`src/hdl/lbs_pkg.sv`:
```
// lbs_pkg: constants for the lock based output source switch
// assumes a single 100 MHz aclk and a 32-bit AXI4-Lite register bus
package lbs_pkg;

  // ----------------------------------------------------------------
  // clocking
  // ----------------------------------------------------------------
  localparam real CLK_PERIOD_NS = 10.0;
  // reference clock that the board must supply
  localparam real REF_CLK_MHZ = 24.576;
  // free-running pll clock kept on the master clock after lock loss
  localparam real HOLDOVER_MS = 2.7;
  localparam int HOLDOVER_CYCLES = int'(HOLDOVER_MS * 1.0e6 / CLK_PERIOD_NS);

  // ----------------------------------------------------------------
  // register map
  // ----------------------------------------------------------------
  localparam int ADDR_W = 4;
  localparam logic [ADDR_W-1:0] ADDR_CTRL = 4'h0;
  localparam logic [ADDR_W-1:0] ADDR_STATUS = 4'h4;

  // control fields
  localparam int CTRL_W = 3;
  localparam int CTRL_AMP_BIT = 0;
  localparam int CTRL_DIR_BIT = 1;
  localparam int CTRL_RATE_BIT = 2;
  localparam logic [CTRL_W-1:0] CTRL_RESET = 3'h0;

  // status fields
  localparam int ST_LOCK_BIT = 0;
  localparam int ST_CLKPLL_BIT = 1;
  localparam int ST_HOLD_BIT = 2;
  localparam int ST_AMP_BIT = 3;
  localparam int ST_DIR_BIT = 4;
  localparam int ST_MPIN_BIT = 5;
  localparam int ST_AUX_BIT = 6;
  localparam int ST_DRVLOW_BIT = 7;
  localparam int ST_LEVEL_LSB = 8;

  // ----------------------------------------------------------------
  // bus answers and data formats
  // ----------------------------------------------------------------
  localparam logic [1:0] RESP_OKAY = 2'h0;
  localparam logic [1:0] RESP_SLVERR = 2'h2;
  localparam logic [31:0] WORD_ZERO = 32'h0000_0000;
  localparam logic [1:0] FMT_I2S = 2'h0;

  localparam int DATA_W = 32;
  localparam int FIFO_DEPTH = 8;

endpackage : lbs_pkg

```
`src/hdl/lbs_fifo.sv`:
```
// lbs_fifo: flip-flop fifo with valid/ready on both sides
// assumes one clock and a synchronous active-low reset
`timescale 1ns/10ps
module lbs_fifo #(
  parameter int WIDTH = 32,
  parameter int DEPTH = 8
) (
  // clock and reset
  input wire logic aclk,
  input wire logic aresetn,
  // filling side
  input wire logic in_valid,
  input wire logic [WIDTH-1:0] in_data,
  output logic in_ready,
  // draining side
  output logic out_valid,
  output logic [WIDTH-1:0] out_data,
  input wire logic out_ready,
  // fill level
  output logic [$clog2(DEPTH):0] level
);
  localparam int AW = $clog2(DEPTH);
  localparam logic [AW:0] FULL = (AW+1)'(DEPTH);
  localparam logic [AW-1:0] LAST = AW'(DEPTH - 1);

  typedef struct packed {
    logic [DEPTH-1:0][WIDTH-1:0] mem;
    logic [AW-1:0] wr;
    logic [AW-1:0] rd;
    logic [AW:0] count;
  } lbs_fifo_s;

  lbs_fifo_s st;
  lbs_fifo_s next_st;
  logic push;
  logic pop;

  assign in_ready = (st.count != FULL);
  assign out_valid = (st.count != '0);
  assign out_data = st.mem[st.rd];
  assign level = st.count;
  assign push = in_valid && in_ready;
  assign pop = out_valid && out_ready;

  always_comb begin
    next_st = st;
    if (push) begin
      next_st.mem[st.wr] = in_data;
      next_st.wr = (st.wr == LAST) ? '0 : st.wr + 1'b1;
    end
    if (pop) begin
      next_st.rd = (st.rd == LAST) ? '0 : st.rd + 1'b1;
    end
    if (push && !pop) begin
      next_st.count = st.count + 1'b1;
    end else if (pop && !push) begin
      next_st.count = st.count - 1'b1;
    end
  end

  always_ff @(posedge aclk) begin
    if (!aresetn) begin
      st <= '0;
    end else begin
      st <= next_st;
    end
  end

endmodule : lbs_fifo

```
`src/hdl/lbs_switch.sv`:
```
// lbs_switch: output source control of a digital audio receiver
// assumes pll lock, receive activity and emphasis come from other clocks
// and are synchronised here; registers sit on AXI4-Lite
//
// The placing of the registers and register access over AXI4-Lite were left to the implementer.
`timescale 1ns/10ps
module lbs_switch
  import lbs_pkg::*;
#(
  parameter int HOLD_CYCLES = lbs_pkg::HOLDOVER_CYCLES,
  parameter int WIDTH = lbs_pkg::DATA_W,
  parameter int DEPTH = lbs_pkg::FIFO_DEPTH
) (
  // clock and reset
  input wire logic aclk,
  input wire logic aresetn,
  // axi4-lite write address
  input wire logic s_axi_awvalid,
  output logic s_axi_awready,
  input wire logic [lbs_pkg::ADDR_W-1:0] s_axi_awaddr,
  input wire logic [2:0] s_axi_awprot,
  // axi4-lite write data
  input wire logic s_axi_wvalid,
  output logic s_axi_wready,
  input wire logic [31:0] s_axi_wdata,
  input wire logic [3:0] s_axi_wstrb,
  // axi4-lite write response
  output logic s_axi_bvalid,
  input wire logic s_axi_bready,
  output logic [1:0] s_axi_bresp,
  // axi4-lite read address
  input wire logic s_axi_arvalid,
  output logic s_axi_arready,
  input wire logic [lbs_pkg::ADDR_W-1:0] s_axi_araddr,
  input wire logic [2:0] s_axi_arprot,
  // axi4-lite read data
  output logic s_axi_rvalid,
  input wire logic s_axi_rready,
  output logic [31:0] s_axi_rdata,
  output logic [1:0] s_axi_rresp,
  // receiver status from other domains
  input wire logic pll_lock_async,
  input wire logic rx_active_async,
  input wire logic emphasis_async,
  // multi-purpose pin
  input wire logic multi_purpose_pin_i,
  output logic multi_purpose_pin_o,
  output logic multi_purpose_pin_oe,
  output logic second_rx_input,
  // clock source control
  output logic clk_src_pll,
  output logic clk_holdover,
  output logic unlocked_clock_rate_select,
  output logic osc_amp_enable,
  output logic fs_track_enable,
  // demodulated data stream
  input wire logic demod_valid,
  input wire logic [WIDTH-1:0] demod_data,
  output logic demod_ready,
  // auxiliary serial input stream
  input wire logic aux_valid,
  input wire logic [WIDTH-1:0] aux_data,
  output logic aux_ready,
  // serial data output stream
  output logic out_valid,
  output logic [WIDTH-1:0] out_data,
  input wire logic out_ready,
  output logic [1:0] out_format
);
  localparam int HCW = $clog2(HOLD_CYCLES + 1);
  localparam logic [HCW-1:0] HOLD_LOAD = HCW'(HOLD_CYCLES - 1);
  localparam int LW = $clog2(DEPTH) + 1;

  // ----------------------------------------------------------------
  // state
  // ----------------------------------------------------------------
  typedef struct packed {
    logic lock_s1;
    logic lock_s2;
    logic act_s1;
    logic act_s2;
    logic emph_s1;
    logic emph_s2;
    logic mp_s1;
    logic mp_s2;
    logic locked;
    logic amp_keep;
    logic [CTRL_W-1:0] ctrl;
    logic holdover;
    logic [HCW-1:0] hold_cnt;
    logic drive_low;
    logic aw_held;
    logic [ADDR_W-1:0] aw_addr;
    logic w_held;
    logic [31:0] w_data;
    logic w_strb0;
    logic bvalid;
    logic [1:0] bresp;
    logic rvalid;
    logic [31:0] rdata;
    logic [1:0] rresp;
  } lbs_state_s;

  lbs_state_s st;
  lbs_state_s next_st;

  logic fifo_in_valid;
  logic [WIDTH-1:0] fifo_in_data;
  logic fifo_in_ready;
  logic [LW-1:0] fifo_level;
  logic [31:0] status_word;

  // ----------------------------------------------------------------
  // data path
  // ----------------------------------------------------------------
  // unselected source is stalled, selected one sees fifo back-pressure
  assign fifo_in_valid = st.locked ? demod_valid : aux_valid;
  assign fifo_in_data = st.locked ? demod_data : aux_data;
  assign demod_ready = st.locked && fifo_in_ready;
  assign aux_ready = !st.locked && fifo_in_ready;
  assign out_format = FMT_I2S;

  lbs_fifo #(
    .WIDTH(WIDTH),
    .DEPTH(DEPTH)
  ) u_fifo (
    .aclk(aclk),
    .aresetn(aresetn),
    .in_valid(fifo_in_valid),
    .in_data(fifo_in_data),
    .in_ready(fifo_in_ready),
    .out_valid(out_valid),
    .out_data(out_data),
    .out_ready(out_ready),
    .level(fifo_level)
  );

  // ----------------------------------------------------------------
  // outputs
  // ----------------------------------------------------------------
  // master clock stays on pll during holdover so the edge is continuous
  assign clk_src_pll = st.locked || st.holdover;
  assign clk_holdover = st.holdover;
  assign unlocked_clock_rate_select = st.ctrl[CTRL_RATE_BIT];
  assign osc_amp_enable = st.amp_keep || !st.locked;
  assign fs_track_enable = st.amp_keep || !st.locked;
  // open drain: only ever pulls low
  assign multi_purpose_pin_o = 1'b0;
  assign multi_purpose_pin_oe = st.drive_low;
  assign second_rx_input = st.ctrl[CTRL_DIR_BIT] && st.mp_s2;

  assign s_axi_awready = !st.aw_held && !st.bvalid;
  assign s_axi_wready = !st.w_held && !st.bvalid;
  assign s_axi_bvalid = st.bvalid;
  assign s_axi_bresp = st.bresp;
  assign s_axi_arready = !st.rvalid;
  assign s_axi_rvalid = st.rvalid;
  assign s_axi_rdata = st.rdata;
  assign s_axi_rresp = st.rresp;

  always_comb begin
    status_word = WORD_ZERO;
    status_word[ST_LOCK_BIT] = st.locked;
    status_word[ST_CLKPLL_BIT] = st.locked || st.holdover;
    status_word[ST_HOLD_BIT] = st.holdover;
    status_word[ST_AMP_BIT] = st.amp_keep || !st.locked;
    status_word[ST_DIR_BIT] = st.ctrl[CTRL_DIR_BIT];
    status_word[ST_MPIN_BIT] = st.mp_s2;
    status_word[ST_AUX_BIT] = !st.locked;
    status_word[ST_DRVLOW_BIT] = st.drive_low;
    status_word[ST_LEVEL_LSB +: LW] = fifo_level;
  end

  // ----------------------------------------------------------------
  // next state
  // ----------------------------------------------------------------
  always_comb begin
    next_st = st;
    // two-flop synchronisers
    next_st.lock_s1 = pll_lock_async;
    next_st.lock_s2 = st.lock_s1;
    next_st.act_s1 = rx_active_async;
    next_st.act_s2 = st.act_s1;
    next_st.emph_s1 = emphasis_async;
    next_st.emph_s2 = st.emph_s1;
    next_st.mp_s1 = multi_purpose_pin_i;
    next_st.mp_s2 = st.mp_s1;

    // single lock indicator for clocks and data
    next_st.locked = st.lock_s2;

    // holdover on lock loss, cleared by relock or when hold_cnt runs out
    if (st.locked && !st.lock_s2) begin
      next_st.holdover = 1'b1;
      next_st.hold_cnt = HOLD_LOAD;
    end else if (st.lock_s2) begin
      next_st.holdover = 1'b0;
      next_st.hold_cnt = '0;
    end else if (st.holdover) begin
      if (st.hold_cnt == '0) begin
        next_st.holdover = 1'b0;
      end else begin
        next_st.hold_cnt = st.hold_cnt - 1'b1;
      end
    end

    // keep-running setting is only taken in while unlocked and acts once locked
    if (!st.locked) begin
      next_st.amp_keep = st.ctrl[CTRL_AMP_BIT];
    end

    // emphasis flag pulls low only as output with live data
    next_st.drive_low = !st.ctrl[CTRL_DIR_BIT] && st.act_s2 && st.emph_s2;

    // write channels, taken in either order
    if (s_axi_awvalid && !st.aw_held && !st.bvalid) begin
      next_st.aw_held = 1'b1;
      next_st.aw_addr = s_axi_awaddr;
    end
    if (s_axi_wvalid && !st.w_held && !st.bvalid) begin
      next_st.w_held = 1'b1;
      next_st.w_data = s_axi_wdata;
      next_st.w_strb0 = s_axi_wstrb[0];
    end
    if (st.aw_held && st.w_held && !st.bvalid) begin
      next_st.aw_held = 1'b0;
      next_st.w_held = 1'b0;
      next_st.bvalid = 1'b1;
      if (st.aw_addr == ADDR_CTRL) begin
        next_st.bresp = RESP_OKAY;
        if (st.w_strb0) begin
          next_st.ctrl = st.w_data[CTRL_W-1:0];
        end
      end else if (st.aw_addr == ADDR_STATUS) begin
        next_st.bresp = RESP_OKAY;
      end else begin
        next_st.bresp = RESP_SLVERR;
      end
    end
    if (st.bvalid && s_axi_bready) begin
      next_st.bvalid = 1'b0;
    end

    // read channel
    if (s_axi_arvalid && !st.rvalid) begin
      next_st.rvalid = 1'b1;
      if (s_axi_araddr == ADDR_CTRL) begin
        next_st.rdata = {{(32-CTRL_W){1'b0}}, st.ctrl};
        next_st.rresp = RESP_OKAY;
      end else if (s_axi_araddr == ADDR_STATUS) begin
        next_st.rdata = status_word;
        next_st.rresp = RESP_OKAY;
      end else begin
        next_st.rdata = WORD_ZERO;
        next_st.rresp = RESP_SLVERR;
      end
    end else if (st.rvalid && s_axi_rready) begin
      next_st.rvalid = 1'b0;
    end
  end

  // ----------------------------------------------------------------
  // registers
  // ----------------------------------------------------------------
  always_ff @(posedge aclk) begin
    if (!aresetn) begin
      st <= '0;
      st.ctrl <= CTRL_RESET;
      st.bresp <= RESP_OKAY;
      st.rresp <= RESP_OKAY;
    end else begin
      st <= next_st;
    end
  end

endmodule : lbs_switch

```
`config.mk`:
```
export PLATFORM = sky130hd
export DESIGN_NAME = lbs_switch
export DESIGN_NICKNAME = d
export VERILOG_FILES = /design/src/hdl/lbs_pkg.sv /design/src/hdl/lbs_fifo.sv /design/src/hdl/lbs_switch.sv
export SDC_FILE = /design/constraint.sdc
export NUM_CORES = 1
export LEC_CHECK = 0
export BUFFER_PORTS_ARGS = -buffer_cell sky130_fd_sc_hd__buf_2
export CORE_MARGIN = 2
export CORE_UTILIZATION = 38
export CTS_CLUSTER_SIZE = 30
export DETAILED_ROUTE_END_ITERATION = 8
export HOLD_SLACK_MARGIN = 0.08
export SYNTH_ARGS = -nofsm -noshare
export SYNTH_HDL_FRONTEND = slang
export SYNTH_HIERARCHICAL = 1
export SYNTH_SLANG_ARGS = --single-unit
```
`constraint.sdc`:
```
create_clock -name aclk -period 3.3 [get_ports aclk]
set_input_delay 0.495 -clock aclk [delete_from_list [all_inputs] [get_ports aclk]]
set_output_delay 0.495 -clock aclk [all_outputs]
set_load 0.01 [all_outputs]
```
== Yosys cells after proc, flatten, opt, wreduce, memory -nomap -nowiden ==
Cells that the tools add are included.
W data, S select, Z words.

* Flip-flop bits (word level): 348
* Input port bits: 128
* Output and inout bits: 86
* Logic and storage cells: 120

* Add/subtract/negate cells: 5
* Magnitude comparators: 3
* Eq/ne operators: 6
* Multiplexer cells: 22
* Bitwise operators: 2
* Reductions and logical operators: 46

{| class="wikitable"
|+ Operators by type and width
! kind !! number
|-
| $bwmux W256 || 1
|-
| $bmux W32 S3 || 1
|-
| $demux W32 S3 || 1
|-
| $mux W32 || 3
|-
| $mux W20 || 3
|-
| $mux W34 || 1
|-
| $logic_and A1 B1 Y1 || 22
|-
| $logic_not A19 Y1 || 1
|-
| $mux W19 || 1
|-
| $sub A19 B1 Y19 const B || 1
|-
| $mux W14 || 1
|-
| $logic_not A1 Y1 || 9
|-
| $eq A4 B3 Y1 const B || 2
|-
| $logic_not A4 Y1 || 2
|-
| $lt A3 B4 Y1 const B || 2
|-
| $mux W4 || 2
|-
| $add A3 B1 Y3 const B || 2
|-
| $eq A3 B3 Y1 const B || 2
|-
| $mux W3 || 2
|-
| $add A4 B1 Y4 const B || 1
|-
| $mux W1 || 4
|-
| $mux W2 || 2
|-
| $ne A4 B4 Y1 const B || 1
|-
| $reduce_and A2 Y1 || 2
|-
| other kinds (11) || 15
|}

== Longest topological paths before layout ==
Gate-level depths: netlist of run 1.

* Depth after elaboration: 6
* Gate-level depth with buffers: 12
* Gate-level depth less buffers: 11

== Hierarchy ==
The synthesis of run 1 kept the hierarchy.

{| class="wikitable"
|+ By module, submodules not included
! module !! instances !! cells an instance !! area each (sq um) !! seq. area each (sq um)
|-
| lbs_fifo || 1 || 1342 || 12324.3 || 5325.1
|-
| lbs_switch || 1 || 338 || 3160.5 || 1201.2
|}

== Worst setup path after synthesis of run 1 ==
No wires, ideal clock.

* Path kind: reg2reg
* From: register, netlist name st[102]
* To: register u_fifo.st (netlist bit u_fifo/level[3])
* Setup time: 0.072 ns
* Arrival: 2.577 ns
* Required time: 3.228 ns
* Slack: 0.651 ns
* Stages on the path, launching flop included: 13
* Buffers on the path: 2
* Clock period less this slack: 2.649 ns
* Cell sequence: dfxtp_1 -> clkbuf_1 -> clkbuf_1 -> mux2_2 -> nand2_1 -> inv_1 -> ha_1 -> inv_1 -> ha_1 -> a21oi_1 -> a211oi_1 -> a31oi_1 -> mux2i_1

{| class="wikitable"
|+ RTL lines
! what !! RTL line !! RTL
|-
| end signal: assignment || lbs_fifo.sv:65 || <nowiki>st <= next_st;</nowiki>
|-
| end: declaration || lbs_fifo.sv:33 || <nowiki>lbs_fifo_s st;</nowiki>
|}

== Final worst setup path of run 1 ==
* From: register u_fifo/st[5] (netlist name)
* To: output port out_data[3]

* Longest elaborated chain between the ends: 2

{| class="wikitable"
|+ Ends and longest elaborated chain
! what !! RTL line !! RTL
|-
| $bmux W32 S3 || lbs_fifo.sv:40 || <nowiki>assign out_data = st.mem[st.rd];</nowiki>
|-
| $mux W32 (not written as such) || lbs_fifo.sv:40 ||
|-
| end: declaration || lbs_switch.sv:66 || <nowiki>output logic [WIDTH-1:0] out_data,</nowiki>
|}

Every way passes these cells. The select of a mux whose other input is x is not followed.

==> flow_summary.yaml, run 1 <==
outcome:
  status: "finished clean"
drt:
  ant_nets: 0
  firstDrtPassIters: 5
  vias: 11800
  viasPerCell: 5.13
  post_drt_wl_per_cell_um: 17.9
  drt_iter0_markers: 649
  wl_mm: 41.0
  route.detailed.drc: 0
cts:
  h-tree-depth: 2
  clk_pin_slew_ns: 0.06
  cts_tree: "built"
  clock_latency_ns: 0.52
  clock_sinks: 326
  clockBufferDepth: 3
  root_buffer: "clkbuf_16"
  cts_buffers: 37
  ctsResizeCount: 0
grt:
  met2_usage: 0.339
  antenna_found_initial: 2
  use_met3: 0.0281
  grt_pass1_wl_mm: 62.5
  top_usage_layer: "met2"
  gr-usage-all-layers: 0.190
  grt-ovfl-total: 0
  grt_pass1_vias: 11200
  grt_max_degree: 215
  met1_usage: 0.237
power:
  p_clk_frac: 0.395
  p_leak_uw: 0.00635
  p_int_uw: 7480
  p_per_area_nw_per_um2: 593
  pwr-share-seq: 0.420
  vdd_ir_drop_max_mv: 0.315
  power.combinational.fraction: 0.185
  power.switching_uw: 2940
  swShare: 0.282
setup_path:
  worst_setup_path_end_kind: "output port"
  crit_type: "reg2out"
  r2r_setup_slack_ns: 0.72
  worst-endpoint-arrival_ns: 2.59
  crit_fanout: 32
  crit_required_ns: 2.80
  start_kind: "flip-flop"
  reg2reg_depth: 9
layout:
  layout.nets: 1875
  multiInputGateArea_um2: 7960
  area_growth_syn_to_layout_pct: 13.5
  n_fill_cell: 3895
  seqCellArea_um2: 6540
  drive_above_1_share: 0.240
synth:
  async_flop_share: 0
  ys_ff_latch: 326
  synth_top_area_cell: "dfxtp_1"
  yosysMostFrequentCell: "nand2_1"
  ys_types: 58
  synth_edf_count: 0
  synthTopCellsByArea: "dfxtp_1, nand2_1, mux4_2, a21boi_1, a21boi_0"
  synth-seq-area-share: 0.421
  yosys.area.top_type_share: 0.421
  netlist_instances: 1680
  syn_area_um2: 15500
  synth_top_flop_cell: "dfxtp_1"
  yosys-top-cells-count: "nand2_1, dfxtp_1, a21boi_1, a21boi_0, buf_2"
  ys_warn_count: 6
  avgSynthCellArea_um2: 9.22
placed_design:
  portBuffers: 150
  dpl.hpwl_mm: 24.7
  place_ws_ns: 0.571
  gp_congestion: 0.793
timing:
  report.final.slew_viol_count: 0
  finalSetupTns_ns: 0
  setup_viol: 0
  setup_ws_ns: 0.220
  finalHoldViolCount: 0
  rsz0062_at_grt: "no"
  final.setup_skew_ns: 0.00789
  finalCritPeriodShare: 0.933
  relSlewSlack: 0.381
  clock.fmax_mhz: 325
  tightest_slew_ns: 0.929
  period_needed_ns: 3.08
floorplan:
  num_io_pins: 214
  core_um2: 40000
  die_w_um: 206
  dieArea_um2: 42400
  initial_utilization: 0.387
  placementRows: 73
  die_y_um: 206
hold_path:
  holdCritPathClass: "in2reg"
  worstHoldPathCells: 2
run:
  drv_cap: 0
## critical path, stage by stage (launching register included)
cell and delay [ns]:
dfxtp_4 0.76, buf_4 0.32, mux4_2 0.52, mux2_2 0.29, buf_2 0.15
## flip-flops by register name (all words and copies together), names as in the netlist, 4 cells and up
signal / count
u_fifo/st: 262
st: 36
s_axi_rdata: 12
next_st: 5
u_fifo/level: 4
## area by class of cell
type                       instances  area share
multi-input combinational       1170       0.453
timing repair buffer             194      0.0661
clock inverter                    11     0.00640
clock buffer                      56      0.0637
antenna                            1    0.000142
sequential                       326       0.372
tap                              525      0.0374
inverter                           8     0.00171
## cell usage in the layout, fill, tap and decap left out, drive strengths merged, types with 2 or more instances in the layout
master and instances:
a211oi 4, xor2 4, buf 194, ha 9
a21oi 17, nand2b 9, and2 16, o21ai 7
nand3 7, or2 2, nand2 530, clkinv 8
dfxtp 326, clkbuf 56, a22oi 8, nor4 8
nor3 11, mux4 64, mux2 65, nand3b 2
o211ai 2, mux2i 17, a31oi 3, nor2 45
or4b 5, xnor2 13, or4 5, or3 12
inv 9, nor4b 5, a21boi 262, conb 25
bufinv 2, nor2b 4
## per-stage QoR
step                      instance area (um2)  cells  power (uW)   util  hold WS, ns
final                                   17600   2291       10400  0.439        0.159
after global routing                    17600   2291       10900  0.439        0.152
after CTS                               17600   2289       10500  0.439        0.138
after detailed placement                16300   2222        6360  0.408        0.422
after global placement                  16300   2222        6340  0.408        0.416
after floorplan                         15600   1704        5790      -        0.412
## cells by family (layout without fill, tap and decap cells)
| family | after synthesis | in the layout | share of synthesized area |
|---|---|---|---|
| simple gates | 666 | 666 | 0.189 |
| flops | 326 | 326 | 0.421 |
| fa+ha+maj | 10 | 10 | 0.00857 |
| compound gates | 306 | 306 | 0.149 |
| xor+xnor | 17 | 17 | 0.00962 |
| buf+inv | 208 | 269 | 0.0714 |
| mux | 146 | 146 | 0.151 |
| other cells | 1 | 26 | 0.000242 |
## power groups by stage
stage | Combinational [uW] | Clock [uW] | Sequential [uW]
detailed placement | 1870 | 0 | 4490
finish | 1920 | 4110 | 4380
global placement | 1860 | 0 | 4480
floorplan | 1490 | 0 | 4300
global route | 2090 | 4370 | 4410
CTS | 1890 | 4210 | 4400
## worst paths after layout
check                        from               to
hold reg to reg      next_st[105]          st[105]
setup reg to reg  u_fifo/level[0]  u_fifo/level[3]
setup / recovery     u_fifo/st[5]      out_data[3]
hold / removal       s_axi_rready     s_axi_rvalid
## timing repair
action	CTS	global route
buffers inserted	0	1
hold buffers	0	0
endpoints found under the setup margin	0	2
## layer usage
layer  vias to the layer above  part of all wire
li1                       5695                 -
met1                      5739              0.43
met2                       256              0.50
met3                        58             0.045
met4                         2             0.022
met5                         -           0.00032
Note: power is estimated with default switching activity, not from simulation.
==> inputs of run 2 (changes only) <==
PLACE_DENSITY = 0.66   (was not set)
==> run 2 against run 1 <==
  * Wire length down 2.1%
  * Count of clock-buffer cells in the layout is 7 lower
  * Die area unchanged
  * Non-clock buffer count shrank 7
  * Critical path type unchanged
==> flow_summary.yaml, run 2 (same netlist as run 1, synthesis figures left out) <==
setup_path:
  start_kind: "flip-flop"
  worst_setup_path_end_kind: "output port"
  crit_required_ns: 2.80
  crit_fanout: 33
  crit_type: "reg2out"
  worst-endpoint-arrival_ns: 2.62
cts:
  clock_latency_ns: 0.52
  h-tree-depth: 2
  ctsResizeCount: 0
  clock_sinks: 326
  hold_buffers: 0
  cts_buffers: 37
  cts_tree: "built"
  cts_setup_buffers: 0
  clk_pin_slew_ns: 0.06
  root_buffer: "clkbuf_16"
  clockBufferDepth: 3
layout:
  final_common_cell: "nand2_1"
  layout.nets: 1868
  final_cell_mix: "nand2_1, dfxtp_1, buf_2"
  largest-register: "u_fifo/st"
  drive_above_1_share: 0.237
  fin_util: 0.436
  area_growth_syn_to_layout_pct: 12.6
  largest_register_ffs: 262
grt:
  met2_usage: 0.329
  gr-usage-all-layers: 0.190
  grt_pass1_vias: 11400
  met1_usage: 0.250
  grt_pass1_wl_mm: 63.2
  antenna_found_initial: 1
  top_usage_layer: "met2"
  use_met3: 0.0249
  grt-ovfl-total: 0
  grt_max_degree: 199
timing:
  relSlewSlack: 0.403
  final.setup_skew_ns: 0.0188
  tightest_slew_ns: 0.895
  report.final.slew_viol_count: 0
  finalCritPeriodShare: 0.943
  period_needed_ns: 3.11
  rsz0062_at_grt: "no"
  finalHoldViolCount: 0
  finalSetupTns_ns: 0
  setup_viol: 0
  clock.fmax_mhz: 321
power:
  p_int_uw: 7210
  vdd_ir_drop_max_mv: 0.284
  p_leak_uw: 0.00624
  p_clk_frac: 0.382
  pwr-share-seq: 0.431
  swShare: 0.289
  p_total_uw: 10100
  power.switching_uw: 2930
  power.combinational.fraction: 0.187
  p_per_area_nw_per_um2: 581
floorplan:
  die_y_um: 206
  die_w_um: 206
  dieArea_um2: 42400
  placementRows: 73
  core_um2: 40000
  initial_utilization: 0.387
  num_io_pins: 214
hold_path:
  holdCritPathClass: "in2reg"
drt:
  post_drt_wl_per_cell_um: 17.6
  route.detailed.drc: 0
  vias: 11800
  viasPerCell: 5.19
  ant_nets: 0
  wl_mm: 40.2
  drt_iter0_markers: 759
  firstDrtPassIters: 5
outcome:
  status: "finished clean"
placed_design:
  dpl.hpwl_mm: 25.2
  gp_congestion: 0.784
  portBuffers: 150
run:
  drv_cap: 0
run 2: changes by cell type in the layout (fill, tap and decap cells not counted), sizes merged:
cell | previous run | this run
buf | 194 | 187
clkbuf | 56 | 49
clkinvlp | 0 | 3
clkinv | 8 | 10
bufinv | 2 | 1
inv | 9 | 8
run 2: worst paths after layout:
| path | to | slack, ns | depth (start not counted) | start |
|---|---|---|---|---|
| setup / recovery | out_data[0] | 0.19 | 4 | u_fifo/st[4] |
| hold / removal | s_axi_rvalid | 0.16 | 2 | s_axi_rready |
| setup reg to reg | u_fifo/level[3] | 0.68 | 9 | u_fifo/level[0] |
| hold reg to reg | st[107] | 0.43 | 1 | next_st[107] |
run 2: critical path: stages (launching register included):
cell and delay (ns):
dfxtp_4 0.77, buf_4 0.34, mux4_2 0.52, mux2_2 0.30, buf_2 0.14
run 2: per-stage QoR:
step                      hold WS [ns]  area, um2  cells  setup slack (ns)
after floorplan                  0.412      15600   1704             0.651
after global placement           0.422      16300   2216             0.704
after detailed placement         0.420      16300   2216             0.697
after CTS                        0.143      17400   2279             0.134
after global routing             0.160      17400   2280            0.0613
final                            0.162      17400   2280             0.189
run 2: power groups by stage:
stage | registers (uW) | logic (uW) | clock network (uW)
after floorplan | 4300 | 1490 | 0
after global placement | 4450 | 1860 | 0
after detailed placement | 4460 | 1900 | 0
after CTS | 4370 | 1900 | 3960
after global routing | 4400 | 2060 | 4110
final | 4370 | 1890 | 3870
run 2: metal layers:
layer  vias up  routed length (um)
li1       5677                   -
met1      5806               17400
met2       288               20000
met3        51                1980
met4         0                 756
met5         -                   0
run 2: cell type report:
| class | count | area, um2 |
|---|---|---|
| Clock buffer | 49 | 1020 |
| Multi-Input combinational cell | 1170 | 7960 |
| Inverter | 8 | 30.0 |
| Antenna cell | 1 | 2.50 |
| Sequential cell | 326 | 6540 |
| Timing Repair Buffer | 187 | 1120 |
| Tap cell | 525 | 657 |
| Fill cell | 3904 | 22600 |
| Clock inverter | 14 | 103 |
